File: src/include/rtcc_pkg.sv
// package: offsets, field positions, reset values and carrier types of the retry/card control block
package rtcc_pkg;

    // configuration offsets of the two registers
    localparam logic [7:0] RTCC_OFS_RETRY    = 8'h90;
    localparam logic [7:0] RTCC_OFS_CARD     = 8'h91;

    // function numbers; function 0 owns the global bits
    localparam logic       RTCC_FUNC_GLOBAL  = 1'h0;

    // retry_timeout_status field positions
    localparam int         RTCC_RS_HOST_EN   = 7;
    localparam int         RTCC_RS_CARD_EN   = 6;
    localparam int         RTCC_RS_EXP_B     = 5;
    localparam int         RTCC_RS_EXP_A     = 3;
    localparam int         RTCC_RS_EXP_HOST  = 1;

    // socket_card_control field positions
    localparam int         RTCC_CC_RING_EN   = 7;
    localparam int         RTCC_CC_ZV_EN     = 6;
    localparam int         RTCC_CC_PORT_SEL  = 5;
    localparam int         RTCC_CC_AUD_EN    = 2;
    localparam int         RTCC_CC_SPK_EN    = 1;
    localparam int         RTCC_CC_IRQ_FLAG  = 0;

    // reset values
    localparam logic       RTCC_RST_TIMER_EN = 1'h1;
    localparam logic       RTCC_RST_FLAG     = 1'h0;
    localparam logic [7:0] RTCC_RST_RDATA    = 8'h00;

    // retry timeout length in pci clock cycles (2^15)
    localparam int         RTCC_RETRY_CYCLES = 32768;

    // configuration request carried from the config decoder
    typedef struct packed {
        logic       wr;
        logic       rd;
        logic       func;
        logic [7:0] addr;
        logic [7:0] wdata;
    } rtcc_cfg_req_t;

    // per-socket control bits of socket_card_control
    typedef struct packed {
        logic zoom_video_enable;
        logic port_sel;
        logic audio_to_mux_en;
        logic speaker_output_enable;
        logic card_function_irq_flag;
    } rtcc_sock_ctl_t;

endpackage

File: src/core/rtcc_reset_sync.sv
// reset synchroniser: async assert, release through two flip-flops
module rtcc_reset_sync (
    // clock and raw reset
    input  wire logic ref_clk,
    input  wire logic rst_n,
    // synchronised reset
    output logic      rst_sync_n
);

    logic meta_q;

    // first stage feeds only the second stage
    always_ff @(posedge ref_clk or negedge rst_n) begin
        if (!rst_n) begin
            meta_q     <= 1'b0;
            rst_sync_n <= 1'b0;
        end else begin
            meta_q     <= 1'b1;
            rst_sync_n <= meta_q;
        end
    end

endmodule

File: src/core/rtcc_retry_timer.sv
// one retry timeout counter: started by a retry, stopped by the master's return
module rtcc_retry_timer #(
    parameter int LIMIT = 32768
) (
    // clock and reset
    input  wire logic ref_clk,
    input  wire logic rst_n,
    // control
    input  wire logic enable,
    input  wire logic retry_issued,
    input  wire logic master_returned,
    // one-cycle pulse on timeout
    output logic      expired
);

    localparam int CW = $clog2(LIMIT + 1);
    localparam logic [CW-1:0] LAST = CW'(LIMIT - 1);

    logic [CW-1:0] cnt_q;
    logic          run_q;

    // a fresh retry restarts the count; return or disable stops it silently
    always_ff @(posedge ref_clk or negedge rst_n) begin
        if (!rst_n) begin
            cnt_q   <= '0;
            run_q   <= 1'b0;
            expired <= 1'b0;
        end else begin
            expired <= 1'b0;
            if (!enable) begin
                run_q <= 1'b0;
            end else if (retry_issued) begin
                run_q <= 1'b1;
                cnt_q <= '0;
            end else if (master_returned) begin
                run_q <= 1'b0;
            end else if (run_q) begin
                if (cnt_q == LAST) begin
                    run_q   <= 1'b0;
                    expired <= 1'b1;
                end else begin
                    cnt_q <= cnt_q + CW'(1);
                end
            end
        end
    end

endmodule

File: src/core/rtcc_top.sv
// retry timeout status and socket card control registers with their socket-side routing
//
// Overview of operation
// - a retried master not back within 2^15 clocks sets its expired flag
// - expired flags stay set until software writes one to them
// - bit 7 enables the host-side retry counter, resets to one
// - bit 6 enables the card-side retry counter, resets to one
// - bit 5 shows card target B retry expired, resets to zero
// - bit 3 shows card target A retry expired, resets to zero
// - bit 1 shows host target retry expired, resets to zero
// - retry status bits 4, 2 and 0 read as zero
// - retry status reached through function 0; global bits exist once, shared
// - ring output blocked unless enabled; then routed to terminals 2/4, and also to ring/pme while mux select is low
// - zoomed-video enable tri-states that socket's video terminals; resets zero
// - both sockets in video mode: port select picks socket 0 or 1
// - audio-to-mux routes card audio to mux output; socket 0 wins
// - speaker output is socket 0 speaker xor socket 1 speaker
// - speaker terminal driven only while some socket enables speaker output
// - per-socket interrupt flag set by card interrupt, cleared by writing one
// - card control bits 4 and 3 read as zero
module rtcc_top
    import rtcc_pkg::*;
#(
    parameter int RETRY_LIMIT = RTCC_RETRY_CYCLES
) (
    // clock and reset
    input  wire logic          ref_clk,
    input  wire logic          rst_n,
    // configuration access
    input  wire rtcc_cfg_req_t cfg_req,
    output logic [7:0]         cfg_rdata,
    output logic               cfg_rvalid,
    // retry events: index 0 host target, 1 card target a, 2 card target b
    input  wire logic [2:0]    retry_issued,
    input  wire logic [2:0]    master_returned,
    // ring indicate
    input  wire logic          ring_event,
    input  wire logic          ring_mux_select,
    output logic               ring_indicate_output,
    output logic               ring_to_multi_terminal,
    // zoomed video, one bit per socket
    output logic [1:0]         zv_hiz,
    output logic               video_select_socket_a,
    output logic               video_select_socket_b,
    // card audio
    input  wire logic [1:0]    card_audio_in,
    output logic               card_audio_mux_output,
    // speaker
    input  wire logic [1:0]    card_speaker_signal,
    output logic               speaker_output_terminal,
    output logic               speaker_output_oe_n,
    // functional interrupts, one per socket
    input  wire logic [1:0]    card_irq,
    output logic [1:0]         card_function_irq_flag
);

    logic           rst_sync_n;
    logic           host_retry_timer_en_q;
    logic           card_retry_timer_en_q;
    logic           host_target_expired_q;
    logic           card_target_a_expired_q;
    logic           card_target_b_expired_q;
    logic           ring_output_enable_q;
    rtcc_sock_ctl_t sock_q [2];
    logic [2:0]     timer_expired;
    logic [2:0]     timer_enable;
    logic           wr_retry;
    logic           wr_card;
    logic           wr_global;
    logic [7:0]     retry_view;
    logic [7:0]     card_view;
    logic [7:0]     rdata_d;
    logic [1:0]     irq_clear;
    logic           both_zv;

    // reset release through two flops
    rtcc_reset_sync u_rst (
        .ref_clk    (ref_clk),
        .rst_n      (rst_n),
        .rst_sync_n (rst_sync_n)
    );

    // host timer follows bit 7, both card timers follow the shared bit 6
    assign timer_enable[0] = host_retry_timer_en_q;
    assign timer_enable[1] = card_retry_timer_en_q;
    assign timer_enable[2] = card_retry_timer_en_q;

    // one counter per retried target
    for (genvar i = 0; i < 3; i++) begin : g_timer
        rtcc_retry_timer #(
            .LIMIT (RETRY_LIMIT)
        ) u_timer (
            .ref_clk         (ref_clk),
            .rst_n           (rst_sync_n),
            .enable          (timer_enable[i]),
            .retry_issued    (retry_issued[i]),
            .master_returned (master_returned[i]),
            .expired         (timer_expired[i])
        );
    end

    // write decode; retry status only answers function 0
    assign wr_retry  = cfg_req.wr && (cfg_req.addr == RTCC_OFS_RETRY) && (cfg_req.func == RTCC_FUNC_GLOBAL);
    assign wr_card   = cfg_req.wr && (cfg_req.addr == RTCC_OFS_CARD);
    assign wr_global = wr_card && (cfg_req.func == RTCC_FUNC_GLOBAL);

    // counter enables, plain read/write
    always_ff @(posedge ref_clk or negedge rst_sync_n) begin
        if (!rst_sync_n) begin
            host_retry_timer_en_q <= RTCC_RST_TIMER_EN;
            card_retry_timer_en_q <= RTCC_RST_TIMER_EN;
        end else if (wr_retry) begin
            host_retry_timer_en_q <= cfg_req.wdata[RTCC_RS_HOST_EN];
            card_retry_timer_en_q <= cfg_req.wdata[RTCC_RS_CARD_EN];
        end
    end

    // expired flags: a timeout in the same cycle as a clear keeps the flag set
    always_ff @(posedge ref_clk or negedge rst_sync_n) begin
        if (!rst_sync_n) begin
            host_target_expired_q   <= RTCC_RST_FLAG;
            card_target_a_expired_q <= RTCC_RST_FLAG;
            card_target_b_expired_q <= RTCC_RST_FLAG;
        end else begin
            if (timer_expired[0]) begin
                host_target_expired_q <= 1'b1;
            end else if (wr_retry && cfg_req.wdata[RTCC_RS_EXP_HOST]) begin
                host_target_expired_q <= 1'b0;
            end
            if (timer_expired[1]) begin
                card_target_a_expired_q <= 1'b1;
            end else if (wr_retry && cfg_req.wdata[RTCC_RS_EXP_A]) begin
                card_target_a_expired_q <= 1'b0;
            end
            if (timer_expired[2]) begin
                card_target_b_expired_q <= 1'b1;
            end else if (wr_retry && cfg_req.wdata[RTCC_RS_EXP_B]) begin
                card_target_b_expired_q <= 1'b0;
            end
        end
    end

    // ring enable exists once; function 1 writes cannot touch it
    always_ff @(posedge ref_clk or negedge rst_sync_n) begin
        if (!rst_sync_n) begin
            ring_output_enable_q <= RTCC_RST_FLAG;
        end else if (wr_global) begin
            ring_output_enable_q <= cfg_req.wdata[RTCC_CC_RING_EN];
        end
    end

    // interrupt flag clear requests per socket
    assign irq_clear[0] = wr_card && (cfg_req.func == 1'h0) && cfg_req.wdata[RTCC_CC_IRQ_FLAG];
    assign irq_clear[1] = wr_card && (cfg_req.func == 1'h1) && cfg_req.wdata[RTCC_CC_IRQ_FLAG];

    // per-socket control bits, selected by the function number of the write
    for (genvar s = 0; s < 2; s++) begin : g_sock
        always_ff @(posedge ref_clk or negedge rst_sync_n) begin
            if (!rst_sync_n) begin
                sock_q[s] <= '0;
            end else begin
                if (wr_card && (cfg_req.func == 1'(s))) begin
                    sock_q[s].zoom_video_enable     <= cfg_req.wdata[RTCC_CC_ZV_EN];
                    sock_q[s].port_sel              <= cfg_req.wdata[RTCC_CC_PORT_SEL];
                    sock_q[s].audio_to_mux_en       <= cfg_req.wdata[RTCC_CC_AUD_EN];
                    sock_q[s].speaker_output_enable <= cfg_req.wdata[RTCC_CC_SPK_EN];
                end
                // arrival beats a simultaneous clear so no interrupt is lost
                if (card_irq[s]) begin
                    sock_q[s].card_function_irq_flag <= 1'b1;
                end else if (irq_clear[s]) begin
                    sock_q[s].card_function_irq_flag <= 1'b0;
                end
            end
        end
    end

    // read views; reserved positions stay zero
    always_comb begin
        retry_view                   = 8'h00;
        retry_view[RTCC_RS_HOST_EN]  = host_retry_timer_en_q;
        retry_view[RTCC_RS_CARD_EN]  = card_retry_timer_en_q;
        retry_view[RTCC_RS_EXP_B]    = card_target_b_expired_q;
        retry_view[RTCC_RS_EXP_A]    = card_target_a_expired_q;
        retry_view[RTCC_RS_EXP_HOST] = host_target_expired_q;
    end

    always_comb begin
        card_view                   = 8'h00;
        card_view[RTCC_CC_RING_EN]  = ring_output_enable_q;
        card_view[RTCC_CC_ZV_EN]    = sock_q[cfg_req.func].zoom_video_enable;
        card_view[RTCC_CC_PORT_SEL] = sock_q[cfg_req.func].port_sel;
        card_view[RTCC_CC_AUD_EN]   = sock_q[cfg_req.func].audio_to_mux_en;
        card_view[RTCC_CC_SPK_EN]   = sock_q[cfg_req.func].speaker_output_enable;
        card_view[RTCC_CC_IRQ_FLAG] = sock_q[cfg_req.func].card_function_irq_flag;
    end

    // read mux; function 1 reads of the retry offset and unmapped offsets read zero
    always_comb begin
        rdata_d = RTCC_RST_RDATA;
        if (cfg_req.addr == RTCC_OFS_RETRY && cfg_req.func == RTCC_FUNC_GLOBAL) begin
            rdata_d = retry_view;
        end else if (cfg_req.addr == RTCC_OFS_CARD) begin
            rdata_d = card_view;
        end
    end

    // read answer one cycle after the request; data holds until the next read
    always_ff @(posedge ref_clk or negedge rst_sync_n) begin
        if (!rst_sync_n) begin
            cfg_rdata  <= RTCC_RST_RDATA;
            cfg_rvalid <= 1'b0;
        end else begin
            cfg_rvalid <= cfg_req.rd;
            if (cfg_req.rd) begin
                cfg_rdata <= rdata_d;
            end
        end
    end

    // ring indicate: blocked entirely while the shared enable is clear
    always_ff @(posedge ref_clk or negedge rst_sync_n) begin
        if (!rst_sync_n) begin
            ring_indicate_output   <= 1'b0;
            ring_to_multi_terminal <= 1'b0;
        end else begin
            ring_indicate_output   <= ring_output_enable_q && !ring_mux_select && ring_event;
            ring_to_multi_terminal <= ring_output_enable_q && ring_event;
        end
    end

    assign both_zv = sock_q[0].zoom_video_enable && sock_q[1].zoom_video_enable;

    // zoomed video: tri-state request and socket priority select
    always_ff @(posedge ref_clk or negedge rst_sync_n) begin
        if (!rst_sync_n) begin
            zv_hiz                <= 2'h0;
            video_select_socket_a <= 1'b0;
            video_select_socket_b <= 1'b0;
        end else begin
            zv_hiz <= {sock_q[1].zoom_video_enable, sock_q[0].zoom_video_enable};
            if (both_zv) begin
                // priority taken from the global function's port select
                video_select_socket_a <= !sock_q[0].port_sel;
                video_select_socket_b <= sock_q[0].port_sel;
            end else begin
                video_select_socket_a <= sock_q[0].zoom_video_enable;
                video_select_socket_b <= sock_q[1].zoom_video_enable;
            end
        end
    end

    // card audio to the mux output, socket 0 first
    always_ff @(posedge ref_clk or negedge rst_sync_n) begin
        if (!rst_sync_n) begin
            card_audio_mux_output <= 1'b0;
        end else if (sock_q[0].audio_to_mux_en) begin
            card_audio_mux_output <= card_audio_in[0];
        end else if (sock_q[1].audio_to_mux_en) begin
            card_audio_mux_output <= card_audio_in[1];
        end else begin
            card_audio_mux_output <= 1'b0;
        end
    end

    // speaker: xor of both sockets, driven only while any socket enables it
    always_ff @(posedge ref_clk or negedge rst_sync_n) begin
        if (!rst_sync_n) begin
            speaker_output_terminal <= 1'b0;
            speaker_output_oe_n     <= 1'b1;
        end else begin
            speaker_output_terminal <= card_speaker_signal[0] ^ card_speaker_signal[1];
            speaker_output_oe_n     <= !(sock_q[0].speaker_output_enable ||
                                         sock_q[1].speaker_output_enable);
        end
    end

    // interrupt flags to the pins through one more register, one cycle later
    always_ff @(posedge ref_clk or negedge rst_sync_n) begin
        if (!rst_sync_n) begin
            card_function_irq_flag <= 2'h0;
        end else begin
            card_function_irq_flag <= {sock_q[1].card_function_irq_flag, sock_q[0].card_function_irq_flag};
        end
    end

endmodule

File: config.mk
export PLATFORM = sky130hd
export DESIGN_NAME = rtcc_top
export DESIGN_NICKNAME = d
export VERILOG_FILES = /design/src/include/rtcc_pkg.sv /design/src/core/rtcc_reset_sync.sv /design/src/core/rtcc_retry_timer.sv /design/src/core/rtcc_top.sv
export SDC_FILE = /design/constraint.sdc
export NUM_CORES = 1
export LEC_CHECK = 0
export ABC_AREA = 1
export BUFFER_PORTS_ARGS = -buffer_cell sky130_fd_sc_hd__buf_2
export CORE_UTILIZATION = 37
export CTS_CLUSTER_SIZE = 30
export DETAILED_ROUTE_END_ITERATION = 12
export PLACE_DENSITY = 0.54
export SYNTH_ARGS = -nofsm -noshare
export SYNTH_HDL_FRONTEND = slang
export SYNTH_SLANG_ARGS = --single-unit
File: constraint.sdc
create_clock -name ref_clk -period 4.13 [get_ports ref_clk]
set_input_delay 0.2065 -clock ref_clk [delete_from_list [all_inputs] [get_ports ref_clk]]
set_output_delay 0.2065 -clock ref_clk [all_outputs]
set_load 0.02 [all_outputs]
# Word level (Yosys, flattened, before mapping)
# Cells that the tools add are included.
# totals
ff_bits	92
# op_classes
n_reduce_logical	30
add_sub_neg	3
mux	61
eq_ne	11
order_cmp	1
bitwise_logic	3
# ops
op	count
$mux W16	12
$add A16 B1 Y16 const B	3
$eq A16 B15 Y1 const B	3
$mux W1	44
$eq A8 B8 Y1 const B	2
$mux W8	2
$reduce_bool A2 Y1	8
$logic_and A1 B1 Y1	15
$mux W5	3
$ne A2 B2 Y1 const B	6
$reduce_and A4 Y1	3
$logic_not A1 Y1	3
$ge A2 B2 Y1 const B	1
$not A1 Y2	1
$logic_or A1 B1 Y1	1
$not A1 Y1	1
$xor A1 B1 Y1	1

# Longest topological paths before layout
# depth
depth_word	6
depth_mapped	10
ltp_nobuf	10

# Cells and area by module
# From an unflattened synthesis, not the netlist that was laid out.
# unflattened
hier_cells	662
hier_area_um2	5021.1
# by_module_without_submodules
module	instances	seq_area_each_um2	area_each_um2	cells_each
rtcc_retry_timer at g_timer[0].u_timer ...	2	450.4	1137.3	165
rtcc_top	1	879.6	1512.7	160
rtcc_retry_timer at g_timer[2].u_timer	1	450.4	1179.9	169
rtcc_reset_sync	1	50.0	53.8	3

# Least setup slack after synthesis
# No wires, ideal clock.
# synth_timing
path_type	register to register
startpoint	register g_timer[2].u_timer.cnt_q[0]
endpoint	register g_timer[2].u_timer.cnt_q[6]
t_required_ns	4.007
stages_incl_launch_ff	10
setup_slack_ns	2.702
setup_time_ns	0.123
synth_period_minus_slack_ns	1.428
n_path_buf	2
arrival_ns	1.305
path_cell_list	dfrtp_1 -> ha_1 -> nand3_1 -> nor2_2 -> nand3_1 -> nand3_2 -> buf_6 -> buf_12 -> nand2_1 -> o21ai_2
# synth_via
elab_chain_len	5
elab_cells_between_ends	8
classes_between	1 x add/sub; 2 x eq/ne; 4 x mux; 1 x reduce/logical
# synth_lines
element	line_no	source
start, declared	rtcc_retry_timer.sv:19	logic [CW-1:0] cnt_q;
start signal, assigned	rtcc_retry_timer.sv:42	cnt_q <= cnt_q + CW'(1);
$add A16 B1 Y16	rtcc_retry_timer.sv:42	
$mux W16	rtcc_retry_timer.sv:38	if (cnt_q == LAST) begin
$mux W16	rtcc_retry_timer.sv:37	end else if (run_q) begin
$mux W16	rtcc_retry_timer.sv:35	end else if (master_returned) begin
$mux W16	rtcc_retry_timer.sv:32	end else if (retry_issued) begin
# Several ways; a longest one is shown, not always the timed one. The select of a mux whose other input is x is not followed.
# A chain may end at the register's enable or synchronous reset.

# Final worst setup path
# layout_timing
startpoint	register g_timer[2].u_timer.cnt_q[0]
endpoint	register g_timer[2].u_timer.cnt_q[0]
# The elaborated chain is that of the path after synthesis.

==> metrics <==
peak ir drop on the vdd network=roughly 0.19 mV; ant diodes=0; Clock transition at path regs=0.07 ns; Core Region=12700 sq um; net count after synthesis=696; portion of the post-synthesis area used by sequential elements=0.472; routed wirelength normalized by instance count=11.5 microns; Flop pwr share=0.500; number of DRC violations after detailed routing=0; final count of pins violating max slew=0; number of core rows=around 40; H-tree Lvls=3; die height=between 100 and 150 microns; overall power consumption=about 1.8 mW; switching power share of the total=0.238; final sum of negative setup slack=0 ns; Internal Pwr Total=1.41 mW; combinational share of power=0.042; worst skew pair latency=0.35 ns; required time of the worst setup path=4.34 ns; simple-gate portion of the synthesized area=0.311; proportion of synthesized area in mux cells=0; top cells by area in the synthesized netlist=sky130_fd_sc_hd__dfrtp_1 (46%), sky130_fd_sc_hd__nand2_1 (18%), sky130_fd_sc_hd__o21ai_0 (6.2%); synthesized-area fraction occupied by adder cells=0.00777; leakage dissipation=2.62 nW; mean area per synthesized cell=7.35 sq um; Post-Layout Cell Count=886; setup bufs post-CTS=0; setup slack of the most critical reg-to-reg path=2.26 ns; crit path DAT=2.08 ns; PwrDens=334 nW/um^2; element type at the critical path start=flip-flop; drt initial violations=255; main combinational cell family by area after synthesis=simple AND/OR/NAND/NOR gates; final worst clock skew=0.0105 ns; unrepaired setup endpoints after global routing=false; wire length after detailed routing=10200 microns; post-layout minimum cycle time=1.87 ns; setup violation total in the final timing report=0; post-layout worst setup margin=2.26 ns; hold violation total from the final report=0; Worst Setup Path Type=reg2reg; placement-stage worst setup slack=2.23 ns; clock tree from TritonCTS=done; worst hold slack across all endpoints=0.0327 ns; starting density of the core=0.381; vias post-DR=approximately 4200; result of the run=complete, no violations; die area=13500 sq um; flops & latches, synth=91; clock root cell=sky130_fd_sc_hd__clkbuf_16; yosys warns=0; portion of total power attributed to the clock network=0.458; number of buffers added by the clock tree synthesis step=9; pin count of the biggest net entering global routing=65; critical-path maximum fanout=29; number of iterations in the first detailed-routing pass=4; num ports=55; total global routing overflow=0; portion of the clock cycle consumed by the worst path in the final layout=0.454; I/O Buffers=52; fraction of layout cells with a size suffix above 1=0.132; number of nets in the final layout=747; count of distinct cell types in the synthesized netlist=31; worst slew margin relative to its limit=0.441; signed area change from the synthesized netlist to the final layout=14.2%; buffers from clock root to sink, at most=2; fraction of post-synthesis cell area in the top cell type by area=0.456; global-route wire length before repair=17700 microns; Setup crit end kind=flip-flop; detailed-route vias per instance=4.70; Max Clock Freq=0.534 GHz; power dissipated by switching net loads=~0.44 mW; global-route total usage across every layer=0.167; HPWL after DPL=7220 microns; count of filler cells inserted in the layout=1334; Worst Max-Slew Pin Slew=around 0.84 ns; instance count of the mapped netlist=658; Die Width=between 100 and 150 microns; kind of path behind the tightest hold check=in2reg; clk sink count=91; post-synth top area cell=sky130_fd_sc_hd__dfrtp_1; area of the mapped netlist=4830 sq um; area fraction in compound gates after synthesis=0.119; post-route ant nets=0; vias in the first global route=3878; fraction of synthesized cell area in xor and xnor cells=0.00725; initial antenna violation count=0; number of cells in the design after placement=868; routability-driven placement congestion ratio=0.821; count of max-cap constraint violations=0
[layout by cell type (no fill, tap or decap), types with 4 or more instances in the layout]
cell type,n
sky130_fd_sc_hd__nand3_2,4
sky130_fd_sc_hd__o21ai_1,7
sky130_fd_sc_hd__o21ai_2,7
sky130_fd_sc_hd__dfrtp_1,87
sky130_fd_sc_hd__clkbuf_16,9
sky130_fd_sc_hd__nand2_1,230
sky130_fd_sc_hd__o21ai_0,60
sky130_fd_sc_hd__a21oi_1,18
sky130_fd_sc_hd__o21bai_1,8
sky130_fd_sc_hd__nor2_2,4
sky130_fd_sc_hd__buf_2,52
sky130_fd_sc_hd__nor3_1,6
sky130_fd_sc_hd__inv_1,71
sky130_fd_sc_hd__nor2_1,69
sky130_fd_sc_hd__nand3_1,46
[state kept, by name, summed over array words and instances (netlist names), 2 cells and up]
register	count
g_timer.u_timer.run_q	3
card_function_irq_flag	2
g_timer.u_timer.expired	3
g_timer.u_timer.cnt_q	48
cfg_rdata	7
zv_hiz	2
sock_q	10
[cells by family after synthesis]
logic type      count (synthesis)
compound gates                104
xor+xnor                        4
fa+ha+maj                       3
buf+inv                        88
flops                          91
other cells                     2
simple gates                  366
[repair_timing]
action                                 4_1_cts  5_1_grt
gates resized for setup                      0        0
endpoints found under the hold margin        3        0
hold buffers                                 2        0
[power groups by stage]
stage / Combinational [mW] / Sequential, mW / Clock (mW)
6_report: 0.0773 / 0.923 / 0.846
5_1_grt: 0.0892 / 0.927 / 0.905
4_1_cts: 0.0792 / 0.924 / 0.873
3_5_place_dp: 0.0774 / 0.941 / 0
3_3_place_gp: 0.0760 / 0.941 / 0
2_1_floorplan: 0.0381 / 0.944 / 0
[final cells by class]
cell class / instances / area (sq um) / share of cell area
inverter: 73 / 274 / 0.0496
sequential: 91 / 2280 / 0.414
tap: 172 / 215 / 0.0390
clock buffer: 10 / 229 / 0.0415
clock inverter: 6 / 71.3 / 0.0129
timing repair buffer: 55 / 288 / 0.0521
multi-input combinational: 479 / 2160 / 0.391
[synthesized netlist by cell type (all sizes together)]
master  number
nand2      233
dfrtp       88
o21ai       74
inv         73
nor2        73
nand3       50
a21oi       18
buf         13
o21bai       8
nor3         7
dfstp        3
ha           3
xor2         3
a21boi       2
clkbuf       2
conb         2
o31ai        2
nand4        1
nor4         1
or2          1
xnor2        1
[worst max-delay path, cell delays in order (launching register included)]
cell and delay [ns]:
sky130_fd_sc_hd__dfrtp_1 0.41, sky130_fd_sc_hd__ha_1 0.24, sky130_fd_sc_hd__nand3_1 0.13, sky130_fd_sc_hd__nor2_2 0.08, sky130_fd_sc_hd__nand3_1 0.10, sky130_fd_sc_hd__nand3_2 0.46
sky130_fd_sc_hd__nand2_1 0.20, sky130_fd_sc_hd__o21ai_0 0.10
[path summary, 6_finish.rpt]
kind	start	endpoint	depth (start not counted)
worst min-delay path	card_speaker_signal[0]	speaker_output_terminal$_DFF_PN0_	2
worst max register to register	g_timer[2].u_timer.cnt_q[0]$_DFFE_PN0P_	g_timer[2].u_timer.cnt_q[0]$_DFFE_PN0P_	7
max in group asynchronous	u_rst.rst_sync_n$_DFF_PN0_	host_retry_timer_en_q$_DFFE_PN1N_	1
worst min register to register	u_rst.meta_q$_DFF_PN0_	u_rst.rst_sync_n$_DFF_PN0_	0
worst max-delay path	g_timer[2].u_timer.cnt_q[0]$_DFFE_PN0P_	g_timer[2].u_timer.cnt_q[0]$_DFFE_PN0P_	7
min in group asynchronous	rst_n	u_rst.rst_sync_n$_DFF_PN0_	2
[per-stage QoR]
stage / utilization / area (sq um)
after floorplan: - / 4830
after global placement: 0.410 / 5200
after detailed placement: 0.410 / 5200
after CTS: 0.436 / 5520
after global routing: 0.436 / 5520
final: 0.436 / 5520
[metal layers]
layer,global-route usage,wire [microns],vias to the layer above
met5,0,0,-
met3,0.0270,386,11
met2,0.275,4590,63
met1,0.218,5070,1910
met4,0.0667,159,0
li1,-,-,2182
Power figures use the tool's default switching activity.
